$ cat src/logic/ppm_pkg.sv
// Package for the port power management register block
package ppm_pkg;
  // ------------------------------------------------------------
  // Register map
  // ------------------------------------------------------------
  localparam logic [11:0] PPM_CAP_OFFS = 12'h0C0;
  localparam logic [11:0] PPM_CSR_OFFS = 12'h0C4;
  localparam logic [11:0] PPM_IRQ_STAT_OFFS = 12'h0C8;
  localparam logic [11:0] PPM_IRQ_MASK_OFFS = 12'h0CC;
  localparam logic [11:0] PPM_CTRL_OFFS = 12'h0D0;
  // ------------------------------------------------------------
  // Field positions and reset values
  // ------------------------------------------------------------
  localparam int PPM_DEV_SPECIFIC_INIT_FLAG_BIT = 21;
  localparam int PPM_PMESUP_LSB = 27;
  localparam int PPM_POWER_STATE_FIELD_LSB = 0;
  localparam int PPM_KEEP_BIT = 3;
  localparam int PPM_WEN_BIT = 8;
  localparam int PPM_WST_BIT = 15;
  localparam logic PPM_DEV_SPECIFIC_INIT_FLAG_RST = 1'h0;
  localparam logic [4:0] PPM_PMESUP_RST = 5'h19;
  localparam logic [1:0] PPM_POWER_STATE_FIELD_RST = 2'h0;
  localparam logic PPM_KEEP_RST = 1'h1;
  localparam logic PPM_WEN_RST = 1'h0;
  localparam logic [1:0] PPM_D0 = 2'h0;
  localparam logic [1:0] PPM_D3HOT = 2'h3;
  // Interrupt status bits
  localparam int PPM_IRQ_WAKE = 0;
  localparam int PPM_IRQ_CTX = 1;
  localparam int PPM_IRQ_BAD = 2;
  localparam int PPM_IRQ_W = 3;
  // Control register bits
  localparam int PPM_CTRL_LOCK_BIT = 0;
  localparam int PPM_CTRL_D3C_BIT = 1;
  // Control/status register write request travelling from bus to logic
  typedef struct packed {
    logic wr;
    logic [31:0] wdata;
  } ppm_wr_t;
endpackage

$ cat src/logic/ppm_regs.sv
// Power management capability and control/status registers of a port
`timescale 1ns/1ps
module ppm_regs
  import ppm_pkg::*;
#(
  parameter bit UPSTREAM = 1'b0
)
(
  input wire logic clock_i,
  input wire logic srst_i,
  input wire logic hot_rst_i,
  input wire logic [11:0] paddr_i,
  input wire logic psel_i,
  input wire logic penable_i,
  input wire logic pwrite_i,
  input wire logic [31:0] pwdata_i,
  output logic [31:0] prdata_o,
  output logic pready_o,
  output logic pslverr_o,
  input wire logic own_wake_i,
  input wire logic fwd_wake_i,
  output logic wake_msg_o,
  output logic fwd_msg_o,
  output logic ctx_reset_o,
  output logic [1:0] power_state_o,
  output logic irq_o
);

  // ------------------------------------------------------------
  // Bus decode
  // ------------------------------------------------------------
  wire logic acc = psel_i & penable_i & ~pready_o;
  wire logic wr = acc & pwrite_i;
  wire logic rd = acc & ~pwrite_i;
  wire logic sel_cap = paddr_i == PPM_CAP_OFFS;
  wire logic sel_csr = paddr_i == PPM_CSR_OFFS;
  wire logic sel_ist = paddr_i == PPM_IRQ_STAT_OFFS;
  wire logic sel_imk = paddr_i == PPM_IRQ_MASK_OFFS;
  wire logic sel_ctl = paddr_i == PPM_CTRL_OFFS;
  wire logic mapped = sel_cap | sel_csr | sel_ist | sel_imk | sel_ctl;
  ppm_wr_t cw;
  assign cw.wr = wr & sel_csr;
  assign cw.wdata = pwdata_i;

  // ------------------------------------------------------------
  // Register state
  // ------------------------------------------------------------
  logic dev_specific_init_flag_q;
  logic [4:0] pmesup_q;
  logic [1:0] power_state_field_q;
  logic keep_q;
  logic wen_q;
  logic wst_q;
  logic lock_q;
  logic d3cold_q;
  logic [PPM_IRQ_W-1:0] ist_q;
  logic [PPM_IRQ_W-1:0] imk_q;

  // Writes to the capability word pass only while unlocked
  wire logic cap_wr = wr & sel_cap & ~lock_q;
  wire logic [1:0] ps_wdata = cw.wdata[PPM_POWER_STATE_FIELD_LSB+1:PPM_POWER_STATE_FIELD_LSB];
  wire logic ps_ok = (ps_wdata == PPM_D0) | (ps_wdata == PPM_D3HOT);
  wire logic ps_wr = cw.wr & ps_ok;
  wire logic ps_bad = cw.wr & ~ps_ok;
  wire logic wake_to_d0 = ps_wr & (power_state_field_q == PPM_D3HOT) & (ps_wdata == PPM_D0);
  wire logic ctx_rst = wake_to_d0 & ~keep_q;
  // Wake generation uses the fixed reset pattern, never the written copy
  wire logic gen_allowed = PPM_PMESUP_RST[4] | PPM_PMESUP_RST[3];
  wire logic own_ev = own_wake_i & ~UPSTREAM & gen_allowed;
  wire logic wst_set = own_ev;
  wire logic wst_clr = cw.wr & cw.wdata[PPM_WST_BIT];

  // Capability fields, hot reset restores the non-sticky defaults
  always_ff @(posedge clock_i)
  begin
    if (srst_i | hot_rst_i)
    begin
      dev_specific_init_flag_q <= PPM_DEV_SPECIFIC_INIT_FLAG_RST;
      pmesup_q <= PPM_PMESUP_RST;
    end
    else if (cap_wr)
    begin
      dev_specific_init_flag_q <= pwdata_i[PPM_DEV_SPECIFIC_INIT_FLAG_BIT];
      pmesup_q <= pwdata_i[PPM_PMESUP_LSB+4:PPM_PMESUP_LSB];
    end
  end

  // Power state and keep-context flag; a context reset returns to defaults
  always_ff @(posedge clock_i)
  begin
    if (srst_i | hot_rst_i | ctx_rst)
    begin
      power_state_field_q <= PPM_POWER_STATE_FIELD_RST;
      keep_q <= PPM_KEEP_RST;
    end
    else if (cw.wr)
    begin
      if (ps_ok)
        power_state_field_q <= ps_wdata;
      if (!lock_q)
        keep_q <= cw.wdata[PPM_KEEP_BIT];
    end
  end

  // Sticky bits: only the full reset touches them
  always_ff @(posedge clock_i)
  begin
    if (srst_i)
    begin
      wen_q <= PPM_WEN_RST;
      wst_q <= 1'b0;
    end
    else
    begin
      if (cw.wr)
        wen_q <= cw.wdata[PPM_WEN_BIT];
      wst_q <= wst_set | (wst_q & ~wst_clr);
    end
  end

  // Own control: write lock and D3cold indication
  always_ff @(posedge clock_i)
  begin
    if (srst_i)
    begin
      lock_q <= 1'b0;
      d3cold_q <= 1'b0;
    end
    else if (wr & sel_ctl)
    begin
      lock_q <= pwdata_i[PPM_CTRL_LOCK_BIT];
      d3cold_q <= pwdata_i[PPM_CTRL_D3C_BIT];
    end
  end

  // ------------------------------------------------------------
  // Interrupt status, mask and output
  // ------------------------------------------------------------
  wire logic [PPM_IRQ_W-1:0] ev = {ps_bad, ctx_rst, own_ev};
  wire logic ist_rd = rd & sel_ist;
  always_ff @(posedge clock_i)
  begin
    if (srst_i)
    begin
      ist_q <= '0;
      imk_q <= '0;
      irq_o <= 1'b0;
    end
    else
    begin
      ist_q <= ev | (ist_rd ? '0 : ist_q);
      if (wr & sel_imk)
        imk_q <= pwdata_i[PPM_IRQ_W-1:0];
      irq_o <= |(ist_q & imk_q);
    end
  end

  // ------------------------------------------------------------
  // Read data assembly
  // ------------------------------------------------------------
  logic [31:0] cap_word;
  logic [31:0] csr_word;
  always_comb
  begin
    cap_word = '0;
    cap_word[PPM_DEV_SPECIFIC_INIT_FLAG_BIT] = dev_specific_init_flag_q;
    cap_word[PPM_PMESUP_LSB+4:PPM_PMESUP_LSB] = pmesup_q;
    csr_word = '0;
    csr_word[PPM_POWER_STATE_FIELD_LSB+1:PPM_POWER_STATE_FIELD_LSB] = power_state_field_q;
    csr_word[PPM_KEEP_BIT] = keep_q;
    csr_word[PPM_WEN_BIT] = wen_q;
    csr_word[PPM_WST_BIT] = wst_q & ~UPSTREAM;
  end
  wire logic [31:0] rmux =
    sel_cap ? cap_word :
    sel_csr ? csr_word :
    sel_ist ? {29'h0, ist_q} :
    sel_imk ? {29'h0, imk_q} :
    sel_ctl ? {30'h0, d3cold_q, lock_q} : 32'h0;

  // APB answer one cycle into the access phase
  always_ff @(posedge clock_i)
  begin
    if (srst_i)
    begin
      pready_o <= 1'b0;
      pslverr_o <= 1'b0;
      prdata_o <= '0;
    end
    else
    begin
      pready_o <= acc;
      pslverr_o <= acc & ~mapped;
      prdata_o <= rd ? rmux : 32'h0;
    end
  end

  // ------------------------------------------------------------
  // Wake message outputs
  // ------------------------------------------------------------
  always_ff @(posedge clock_i)
  begin
    if (srst_i)
    begin
      wake_msg_o <= 1'b0;
      fwd_msg_o <= 1'b0;
      ctx_reset_o <= 1'b0;
      power_state_o <= PPM_POWER_STATE_FIELD_RST;
    end
    else
    begin
      wake_msg_o <= own_ev & wen_q & ~d3cold_q;
      fwd_msg_o <= fwd_wake_i & ~d3cold_q;
      ctx_reset_o <= ctx_rst;
      power_state_o <= power_state_field_q;
    end
  end
endmodule

$ cat config.mk
export PLATFORM = sky130hd
export DESIGN_NAME = ppm_regs
export DESIGN_NICKNAME = d
export VERILOG_FILES = /design/src/logic/ppm_pkg.sv /design/src/logic/ppm_regs.sv
export SDC_FILE = /design/constraint.sdc
export NUM_CORES = 1
export LEC_CHECK = 0
export BUFFER_PORTS_ARGS = -buffer_cell sky130_fd_sc_hd__buf_4
export CAP_MARGIN = 10
export CORE_MARGIN = 10
export CORE_UTILIZATION = 45
export DETAILED_ROUTE_END_ITERATION = 10
export GPL_ROUTABILITY_DRIVEN = 0
export HOLD_SLACK_MARGIN = 0.06
export PLACE_DENSITY = 0.89
export SYNTH_ARGS = -nofsm -noshare
export SYNTH_HDL_FRONTEND = slang
export SYNTH_SLANG_ARGS = --single-unit
$ cat constraint.sdc
create_clock -name clock_i -period 1.4 [get_ports clock_i]
set_input_delay 0.07 -clock clock_i [delete_from_list [all_inputs] [get_ports clock_i]]
set_output_delay 0.07 -clock clock_i [all_outputs]
set_load 0.05 [all_outputs]
Word level (Yosys, flattened, before mapping):

Cells that the tools add are included.

* register bits after elaboration: 59
* word-level logic and storage cells: 82
* input port bits: 52
* output and inout bits: 40

* bitwise operators: 40
* muxes and demuxes: 6
* eq/ne operators: 7
* reductions and logical operators: 8

Operator list (number)
* $eq 12x8->1 const B: 5
* $mux 32: 1
* $and 1x1->1: 21
* $mux 16: 1
* $mux 3: 3
* $not 1->1: 9
* $or 1x1->1: 8
* $reduce_or 3->1: 2
* $reduce_or 6->1: 1
* $eq 2x2->1 const B: 2
* $reduce_and 2->1: 2
* $reduce_or 4->1: 1
* $and 3x3->3: 1
* $or 3x3->3: 1
* $logic_not 2->1: 1
* $mux 2: 1
* $reduce_or 2->1: 1

Depth between registers and ports, before layout:

Gate-level depths: netlist (run 1).

* word-level depth: 9
* depth in mapped cells: 6

Worst setup path before layout (run 1):

OpenSTA, ideal clock, no wires.

* path type: register to register
* start: register pready_o
* end: register power_state_field_q[0]
* buffers on the path: 0
* clock period less this slack: 1.584 ns
* cell stages (with the launch flop): 5
* arrival: 1.514 ns
* setup slack: -0.184 ns
* cells stage by stage: dfxtp_1 and4b_1 nand4_4 or3_1 a21oi_1

* longest elaborated chain between the ends: 9
* elaborated cells on any way between the ends: 10
* classes of those cells: 9 x bitwise; 1 x reduce/logical

Ends and longest elaborated chain
* start: declaration: line ppm_regs.sv:18 `output logic pready_o,`
* start signal: assignment: line ppm_regs.sv:186 `pready_o <= 1'b0;`
* start signal: assignment: line ppm_regs.sv:192 `pready_o <= acc;`
* $not 1->1 *: line ppm_regs.sv:32 `wire logic acc = psel_i & penable_i & ~pready_o;`
* $and 1x1->1 *: line ppm_regs.sv:32
* $and 1x1->1 *: line ppm_regs.sv:33 `wire logic wr = acc & pwrite_i;`
* $and 1x1->1 *: line ppm_regs.sv:42 `assign cw.wr = wr & sel_csr;`
* $and 1x1->1: line ppm_regs.sv:63 `wire logic ps_wr = cw.wr & ps_ok;`
* $and 1x1->1 (2 in series): line ppm_regs.sv:65 `wire logic wake_to_d0 = ps_wr & (power_state_field_q == PPM_D3HOT) & (ps_wdata == PPM_D0);`
* $and 1x1->1: line ppm_regs.sv:66 `wire logic ctx_rst = wake_to_d0 & ~keep_q;`
* $or 1x1->1: line ppm_regs.sv:91 `if (srst_i | hot_rst_i | ctx_rst)`
* end signal: assignment: line ppm_regs.sv:99 `power_state_field_q <= ps_wdata;`
* end: declaration: line ppm_regs.sv:50 `logic [1:0] power_state_field_q;`

Mark *: on every way between the ends. The rest lies on a longest branch, timed or not.
A chain may end at the register's enable or synchronous reset.

Worst setup path in the final report (run 1):

* start: register pready_o
* end: register prdata_o[3]

* longest elaborated chain between the ends: 5

Ends and longest elaborated chain
* $not 1->1: line ppm_regs.sv:32
* $and 1x1->1: line ppm_regs.sv:32
* $and 1x1->1: line ppm_regs.sv:34 `wire logic rd = acc & ~pwrite_i;`
* $not 1->1 (no source line)
* $reduce_or 3->1 (no source line)
* end signal: assignment: line ppm_regs.sv:194 `prdata_o <= rd ? rmux : 32'h0;`
* end: declaration: line ppm_regs.sv:17 `output logic [31:0] prdata_o,`

Every way passes these cells.

==> metrics.cfg, run 1 <==
[min_path]
hold_end=d3cold_q
min_path_type=input pin to register
holdPathStages=3
hold_start=pwdata_i[1]

[power_and_ir_drop]
comb_power_share=0.157
p_sw_frac=0.2693
seq_power_share=0.467
power.switching_mw=0.6463
p_leak_nw=1.110
power_frac_clock=0.375
irDropWorstVdd_mv=0.5711
power_density_nw_per_um2=938.7
p_int_mw=1.753

[timing]
skew_ns=0.008190
finalCriticalPeriod_ns=1.422
fmax_ghz=0.7033
rsz0062_at_grt=yes
setup-tns-final_ns=-0.04940
timing.final.ws_setup_ns=-0.02193
period_share=1.016
finalHoldViolations=0
maxSlewViolCount=0
setup_violations=5

[logic_synthesis]
synth.area.top_cells=dfxtp_1, buf_4, nand3_1
syn_area_per_cell_sq_um=8.993
syn_area_sq_um=1772
synthCells=197
yosys_warnings=0
yosysUniqueCellTypes=43
synth_seq_area_share=0.4407
synthArstFlopShare=0
synth_flop_cell=dfxtp_1
synth.largest_area_cell=dfxtp_1
synth_top_cell_area_share=0.4407
ys_ff_latch=39
synth_edf_count=0

[die]
die_x_microns=82.75
die_y_microns=82.75
core_area_sq_um=3744
die_area_sq_um=6847
start_util=0.4733
rows=22
ioPinCount=92

[worst_setup_path]
r2r_start=pready_o
reg2reg_to=prdata_o[3]
startpoint_type=register
reg2reg_depth=5
cp.required_ns=1.64
crit_fanout=4
cpMaxStageDelayCell=or3_4
cp-startpoint=pready_o
slowest_delay_ns=0.37
arrival_ns=1.66
reg2reg_setup_slack_ns=-0.02
end_kind=register
critPathKind=register to register
worstPathCellList=nand3b_1 > or3_4 > nor3_2 > buf_4 > and2_1

[layout]
num_antenna_cells=0
drive_gt1_frac=0.3571
final_common_cell=buf_4
syn2layout_area_growth_pct=44.28
multi_input_area_sq_um=934.6
fin_util=0.6828
layout.nets=332
fillers=281
most-common-layout-cells=buf_4, dfxtp_1, conb_1
stdcell_count=328
seqCellArea_sq_um=784.5

[route]
wl_per_cell_microns=16.10
via_per_inst=5.226
wl_met3_microns=483
drt-total-wl_microns=5282
vias=1714
wl_met2_microns=2736
top_layer_used=met4
drc_errors=0
drtIter0Drc=167
dr.pass1.iters=6
wl_met1_microns=1962
antenna_left=0

[clock_network]
clk_pin_slew_ns=0.08
cts_buffers=5
clock_path_buffers=2
clock-sinks=39
root_buffer=clkbuf_8
cts_max_level=2
cts_tree=yes
insertion_delay_ns=0.30

[outcome]
outcome=finished with violations
failed_checks=negative setup slack

[place]
port_buffers=51
dp_hpwl_microns=3805
place_inst=306

[grt]
grt_overflow_total=0
grt_usage=0.1535
grt_max_degree=15
grt_pass1_vias=1730
antenna_found_initial=0
grt_pass1_wl_microns=8155

[job]
cap_violations=0

==> routing by layer <==
layer | track usage | vias up
li1 | - | 825
met5 | 0 | -
met3 | 0.05184 | 11
met2 | 0.2747 | 88
met1 | 0.1673 | 790
met4 | 0.04515 | 0
==> flip-flops by register name (all words and copies together) (netlist names), 2 cells and up <==
name and cells:
pmesup_q 5, ist_q 3, power_state_o 2, prdata_o 12, power_state_field_q 2, imk_q 3
==> synthesized netlist by cell type (all sizes together), types with 2 or more instances <==
cell and count:
dfxtp 39, buf 22, nand3 17, o21ai 17, a21oi 15, and2 10, nand2 8, inv 7
nor2 7, nor3 7, or3 5, nand4 4, and3 3, clkbuf 3, nand3b 3, nand4b 3
nor3b 3, nor4 3, a22o 2, nor2b 2
==> worst max path at each step <==
stage / endpoint / slack [ns]
final: prdata_o[3] / -0.02
after global routing: prdata_o[15] / -0.10
after CTS: ist_q[2] / -0.006
after detailed placement: prdata_o[27] / -0.005
after global placement: prdata_o[29] / 0.02
after floorplan: power_state_field_q[0] / 0.01
==> worst max-delay path, delay by kind of cell (launching register included) <==
family / cells / cell delay, ns
buf+inv: 1 / 0.15
flops: 1 / 0.36
simple gates: 4 / 0.86
==> metrics by stage <==
step	total power, mW	worst slack (ns)	hold WS, ns	area [sq um]
finish	2.400	-0.02193	0.07122	2556
CTS	2.392	-0.005908	0.06232	2507
detailed placement	1.472	-0.004966	0.3148	2233
global placement	1.466	0.02064	0.3047	2233
floorplan	1.392	0.01126	0.1952	1848
global route	2.488	-0.1030	0.06748	2556
==> power by group through the flow <==
stage / registers (mW) / clock network [mW] / logic, mW
2_1_floorplan: 1.16 / 0 / 0.233
3_3_place_gp: 1.15 / 0 / 0.320
5_1_grt: 1.12 / 0.966 / 0.400
3_5_place_dp: 1.15 / 0 / 0.326
6_report: 1.12 / 0.901 / 0.378
4_1_cts: 1.12 / 0.911 / 0.361
==> cell type report <==
| cell class | instances | share of cell area |
|---|---|---|
| Sequential cell | 39 | 0.3069 |
| Multi-Input combinational cell | 145 | 0.3656 |
| Clock inverter | 1 | 0.001958 |
| Timing Repair Buffer | 81 | 0.2496 |
| Tap cell | 48 | 0.02349 |
| Clock buffer | 7 | 0.04209 |
| Inverter | 7 | 0.01028 |
==> cell families (layout without fill, tap and decap cells) <==
logic type | after synthesis | after routing | synth area share
buffers and inverters | 32 | 96 | 0.1151
other | 1 | 20 | 0.002117
AND/OR/NAND/NOR | 82 | 82 | 0.2987
adder cells (fa/ha/maj) | 1 | 1 | 0.007061
flip-flops | 39 | 39 | 0.4407
AO/OA/AOI/OAI | 41 | 41 | 0.1307
multiplexers | 1 | 1 | 0.005650
==> repair_timing <==
action	in CTS	in global routing
setup endpoints to repair	13	29
gates cloned	0	0
pin swaps	2	9
buffers inserted	1	2
gates resized for setup	8	17
hold buffers	12	0
hold endpoints to repair	16	0
(Power assumes the default switching activity.)
==> run 2, diff against run 1 <==
Settings changed: REMOVE_ABC_BUFFERS set to 1.
==> run 2 against run 1 <==
  * The flow now finishes without violations
  * Clock skew decreased by 0.0055 ns
  * Non-clock buffer count decreased by 3
  * Largest power group unchanged
  * Clock power decreased by 19%
  * Die area unchanged
==> metrics.cfg, run 2 (synthesis results as in run 1) <==
[clock_network]
clock_path_buffers=2  ; unchanged
clk_pin_slew_ns=0.07  ; about the same
cts_max_level=2  ; unchanged
cts_tree=yes
clock-sinks=39  ; unchanged
cts_buffers=5  ; unchanged
root_buffer=clkbuf_8
insertion_delay_ns=0.29  ; about the same

[worst_setup_path]
crit_fanout=8  ; +4
slowest_delay_ns=0.35  ; -0.02 ns
cp_num_buf_inv=0  ; -1
arrival_ns=1.57  ; -0.09 ns
cpLargestDelayFamily=simple AND/OR/NAND/NOR gates
cp.required_ns=1.63  ; about the same
cpMaxStageDelayCell=or3_1
worstPathCellList=and4b_2 > nand4_4 > or3_1 > a21oi_1
critPathKind=register to register
end_kind=register
startpoint_type=register

[timing]
maxSlewViolCount=0  ; unchanged
rsz0062_at_grt=yes
skew_ns=0.002681  ; -0.005508 ns
period_share=0.9610  ; -0.05462
finalCriticalPeriod_ns=1.345  ; -0.07647 ns
fmax_ghz=0.7432  ; +5.7%
setup_violations=0  ; -5
timing.hold.ws_ns=0.07077  ; -0.0004470 ns
timing.final.ws_setup_ns=0.05454  ; +0.07647 ns
finalHoldViolations=0  ; unchanged
setup-tns-final_ns=0  ; +0.04940 ns

[power_and_ir_drop]
power_frac_clock=0.328  ; -0.047
irDropWorstVdd_mv=0.4700  ; -18%
p_sw_frac=0.2802  ; +0.01089
power_mw=2.219  ; -7.5%
p_leak_nw=1.075  ; -3.2%
comb_power_share=0.166  ; +0.009
power_density_nw_per_um2=894.9  ; -4.7%
p_int_mw=1.597  ; -8.9%
power.switching_mw=0.6219  ; -3.8%
seq_power_share=0.506  ; +0.039

[route]
drt-total-wl_microns=4769  ; -9.7%
dr.pass1.iters=4  ; -2
vias=1659  ; -3.2%
drtIter0Drc=127  ; -24%
wl_per_cell_microns=14.67  ; -8.9%
antenna_left=0  ; unchanged
via_per_inst=5.105  ; -2.3%
drc_errors=0  ; unchanged

[place]
place_inst=302  ; -1.3%
port_buffers=51  ; unchanged
placed_cell_area_sq_um=2198  ; -1.6%
dp_hpwl_microns=3634  ; -4.5%
dp_slack_ns=-0.01920  ; -0.01423 ns

[layout]
syn2layout_area_growth_pct=39.97
layout.nets=329  ; -0.90%
drive_gt1_frac=0.3177  ; -0.03945
fin_util=0.6624  ; -0.02039
top_regs=prdata_o: 12 flops, pmesup_q: 5 flops
largest_register=prdata_o
final_area_sq_um=2480  ; -3.0%
stdcell_count=325  ; -0.91%
final_common_cell=buf_4
fillers=305  ; +8.5%
most-common-layout-cells=buf_4, dfxtp_1, conb_1
largest_register_ff_count=12  ; unchanged
num_antenna_cells=0  ; unchanged

[die]
die_x_microns=82.75  ; unchanged
die_y_microns=82.75  ; unchanged
rows=22  ; unchanged
core_area_sq_um=3744  ; unchanged
start_util=0.4733  ; unchanged
ioPinCount=92  ; unchanged
die_area_sq_um=6847  ; unchanged

[grt]
grt_pass1_vias=1692  ; -2.2%
antenna_found_initial=0  ; unchanged
grt_usage=0.1377  ; -0.01580
grt_max_degree=18  ; +3
grt_pass1_wl_microns=7314  ; -10%
grt_overflow_total=0  ; unchanged

[min_path]
min_path_type=input pin to register

[job]
cap_violations=0  ; unchanged

[outcome]
outcome=complete, no violations

==> run 2: cell types whose count changed in the layout (fill, tap and decap cells not counted), moves of 2 or more <==
cell,previous run,this run
a21oi_1,13,15
dlygate4sd3_1,12,14
nor2_1,5,7
o21ai_0,8,10
clkbuf_1,0,2
nor3_2,3,1
buf_4,69,64
o21ai_1,8,6
a21oi_2,2,0
==> run 2: tightest hold or removal path: cells and delay by family <==
kind                   cells  cell delay [ns]
and+or+nand+nor            1             0.06
buffers and inverters      1             0.11
AOI/OAI and AO/OA          1             0.07
==> run 2: final timing paths <==
path / depth (start not counted) / slack [ns] / to / from
worst max-delay path: 4 / 0.05 / power_state_field_q[0] / pready_o
worst min register to register: 2 / 0.46 / wake_msg_o / wen_q
worst min-delay path: 3 / 0.07 / dev_specific_init_flag_q / pwdata_i[21]
worst max register to register: 4 / 0.05 / power_state_field_q[0] / pready_o
==> run 2: routing by layer <==
layer | vias up | global-route usage | routed length, microns
met1 | 759 | 0.1537 | 1950
li1 | 817 | - | -
met4 | 0 | 0.05518 | 65
met2 | 76 | 0.2346 | 2313
met5 | - | 0 | 0
met3 | 7 | 0.04752 | 439
==> run 2: power by group through the flow <==
stage | sequential [mW] | combinational, mW | clock (mW)
after global routing | 1.12 | 0.392 | 0.783
after CTS | 1.12 | 0.359 | 0.749
final | 1.12 | 0.368 | 0.729
after detailed placement | 1.15 | 0.321 | 0
after floorplan | 1.16 | 0.173 | 0
after global placement | 1.15 | 0.316 | 0
==> run 2: area by class of cell <==
type	instances	area (sq um)	area share
Clock buffer	7	76.32	0.03078
Tap cell	48	60.06	0.02422
Sequential cell	39	782.0	0.3153
Inverter	7	26.28	0.01060
Multi-Input combinational cell	145	909.6	0.3668
Clock inverter	1	5.005	0.002018
Timing Repair Buffer	78	620.6	0.2503
==> run 2: timing repair <==
item	in CTS	in global routing
setup buffers	1	0
gates resized for setup	4	15
setup endpoints to repair	10	21
pin swaps	1	4
hold buffers	14	0
endpoints found under the hold margin	15	0
==> run 3, diff against run 2 <==
Clock period 1.4 ns to 1.25 ns, I/O delays scaled along.
==> run 3 against run 2 <==
  * The run now ends with negative setup slack left
  * Utilization grew 7.2 points
  * Power up 15%
  * Critical path depth unchanged
  * Register-to-register slack worse by 0.21 ns
  * Global-route usage grew 2.4 points
  * Largest cell class unchanged
  * Largest power group unchanged
  * Highest routed layer unchanged
==> metrics.cfg, run 3 (synthesis results as in run 1) <==
[layout]
layout.nets=341  ; +3.6%
multi_input_area_sq_um=1070  ; +18%
syn2layout_area_growth_pct=55.09
num_antenna_cells=0  ; unchanged
final_common_cell=buf_4
drive_gt1_frac=0.4706  ; +0.1529
most-common-layout-cells=buf_4, dfxtp_1, conb_1
largest_register_ff_count=12  ; unchanged
seqCellArea_sq_um=782.0  ; unchanged
fillers=262  ; -14%
fin_util=0.7340  ; +0.07152
top_regs=prdata_o: 12 flops, pmesup_q: 5 flops
largest_register=prdata_o

[worst_setup_path]
reg2reg_setup_slack_ns=-0.16  ; -0.21 ns
end_kind=register
crit_fanout=8  ; unchanged
arrival_ns=1.64  ; +0.07 ns
critPathKind=register to register
cp.required_ns=1.48  ; -0.15 ns
startpoint_type=register

[timing]
fmax_ghz=0.7116  ; -4.3%
finalHoldViolations=0  ; unchanged
maxSlewViolCount=0  ; unchanged
setup_violations=29  ; +29
finalCriticalPeriod_ns=1.405  ; +0.05979 ns
rsz0062_at_grt=yes
skew_ns=0.004927  ; +0.002245 ns
timing.final.ws_setup_ns=-0.1553  ; -0.2098 ns
period_share=1.124  ; +0.1632

[grt]
use_met1=0.1695  ; +0.01585
grt.met2_usage=0.2793  ; +0.04475
grt_pass1_wl_microns=8618  ; +18%
grt_pass1_vias=1907  ; +13%
grt_overflow_total=0  ; unchanged
busiest_layer=met2
grt_usage=0.1622  ; +0.02450
antenna_found_initial=0  ; unchanged
grt_max_degree=18  ; unchanged
gr-usage-met3=0.06263  ; +0.01512

[power_and_ir_drop]
p_leak_nw=1.174  ; +9.3%
irDropWorstVdd_mv=0.6206  ; +32%
power_density_nw_per_um2=926.1  ; +3.5%

[job]
cap_violations=0  ; unchanged

[outcome]
outcome=finished with violations
failed_checks=negative setup slack

[die]
core_area_sq_um=3744  ; unchanged
rows=22  ; unchanged
ioPinCount=92  ; unchanged
die_x_microns=82.75  ; unchanged
die_area_sq_um=6847  ; unchanged
die_y_microns=82.75  ; unchanged
start_util=0.4733  ; unchanged

[clock_network]
cts_tree=yes
insertion_delay_ns=0.30  ; about the same
clock_path_buffers=2  ; unchanged
clock-sinks=39  ; unchanged
clk_pin_slew_ns=0.08  ; about the same
cts_max_level=2  ; unchanged
cts_buffers=5  ; unchanged
root_buffer=clkbuf_8

[place]
dp_hpwl_microns=3915  ; +7.7%
port_buffers=51  ; unchanged
dp_slack_ns=-0.1903  ; -0.1711 ns

[route]
antenna_left=0  ; unchanged
wl_per_cell_microns=18.00  ; +23%
drc_errors=0  ; unchanged
vias=1812  ; +9.2%
via_per_inst=5.377  ; +5.3%
drtIter0Drc=219  ; +72%
drt-total-wl_microns=6065  ; +27%
dr.pass1.iters=4  ; unchanged

[min_path]
min_path_type=input pin to register

[run 3: cell types whose count changed in the layout (fill, tap and decap cells not counted), moves of 3 or more]
cell,previous run,this run
buf_4,64,72
o21ai_2,1,10
a21oi_2,0,8
nand3_1,17,10
nand2_1,7,4
buf_6,0,4
nor3_1,4,1
nand3_2,0,7
a21oi_1,15,7
o21ai_0,10,3
[run 3: metal layers]
metal | vias up | wire, microns
li1 | 847 | -
met1 | 830 | 2235
met2 | 114 | 3100
met3 | 21 | 556
met4 | 0 | 172
met5 | - | 0
[run 3: worst paths after layout]
path	from	endpoint	cells past startpoint
worst min register to register	wen_q	wake_msg_o	2
worst max register to register	pready_o	power_state_field_q[1]	4
worst max-delay path	pready_o	power_state_field_q[1]	4
worst min-delay path	pwrite_i	prdata_o[2]	4
[run 3: worst max-delay path, cell delays in order (launching register included)]
cell,delay (ns)
dfxtp_2,0.33
and4b_2,0.32
nand4_4,0.17
or3_4,0.39
a21oi_2,0.13
[run 3: final cells by class]
| type | count | area share |
|---|---|---|
| clock buffer | 5 | 0.02505 |
| clock inverter | 3 | 0.005464 |
| inverter | 7 | 0.009563 |
| multi-input combinational | 145 | 0.3893 |
| sequential | 39 | 0.2846 |
| tap | 48 | 0.02186 |
| timing repair buffer | 90 | 0.2641 |
[run 3: power by group]
group	switching (mW)	total (mW)	leakage [nW]	internal, mW
clock network	0.441	0.822	0.0477	0.381
logic	0.300	0.464	0.811	0.165
registers	0.00650	1.26	0.316	1.25
[run 3: what timing repair did]
action | 4_1_cts | 5_1_grt
hold buffers | 14 | 0
gates cloned | 0 | 0
endpoints found under the hold margin | 16 | 0
setup endpoints to repair | 26 | 32
buffers inserted | 1 | 2
gates resized for setup | 29 | 38
pin swaps | 19 | 22
[run 3: metrics by stage]
step	area [sq um]	setup TNS, ns	hold slack (ns)	instances	power (mW)
floorplan	1665	-5.743	0.1316	191	1.493
global placement	2281	-1.942	0.2897	313	1.655
detailed placement	2281	-3.248	0.2894	313	1.663
CTS	2579	-1.378	0.1219	336	2.513
global route	2748	-3.822	0.1248	337	2.641
finish	2748	-2.161	0.1143	337	2.544
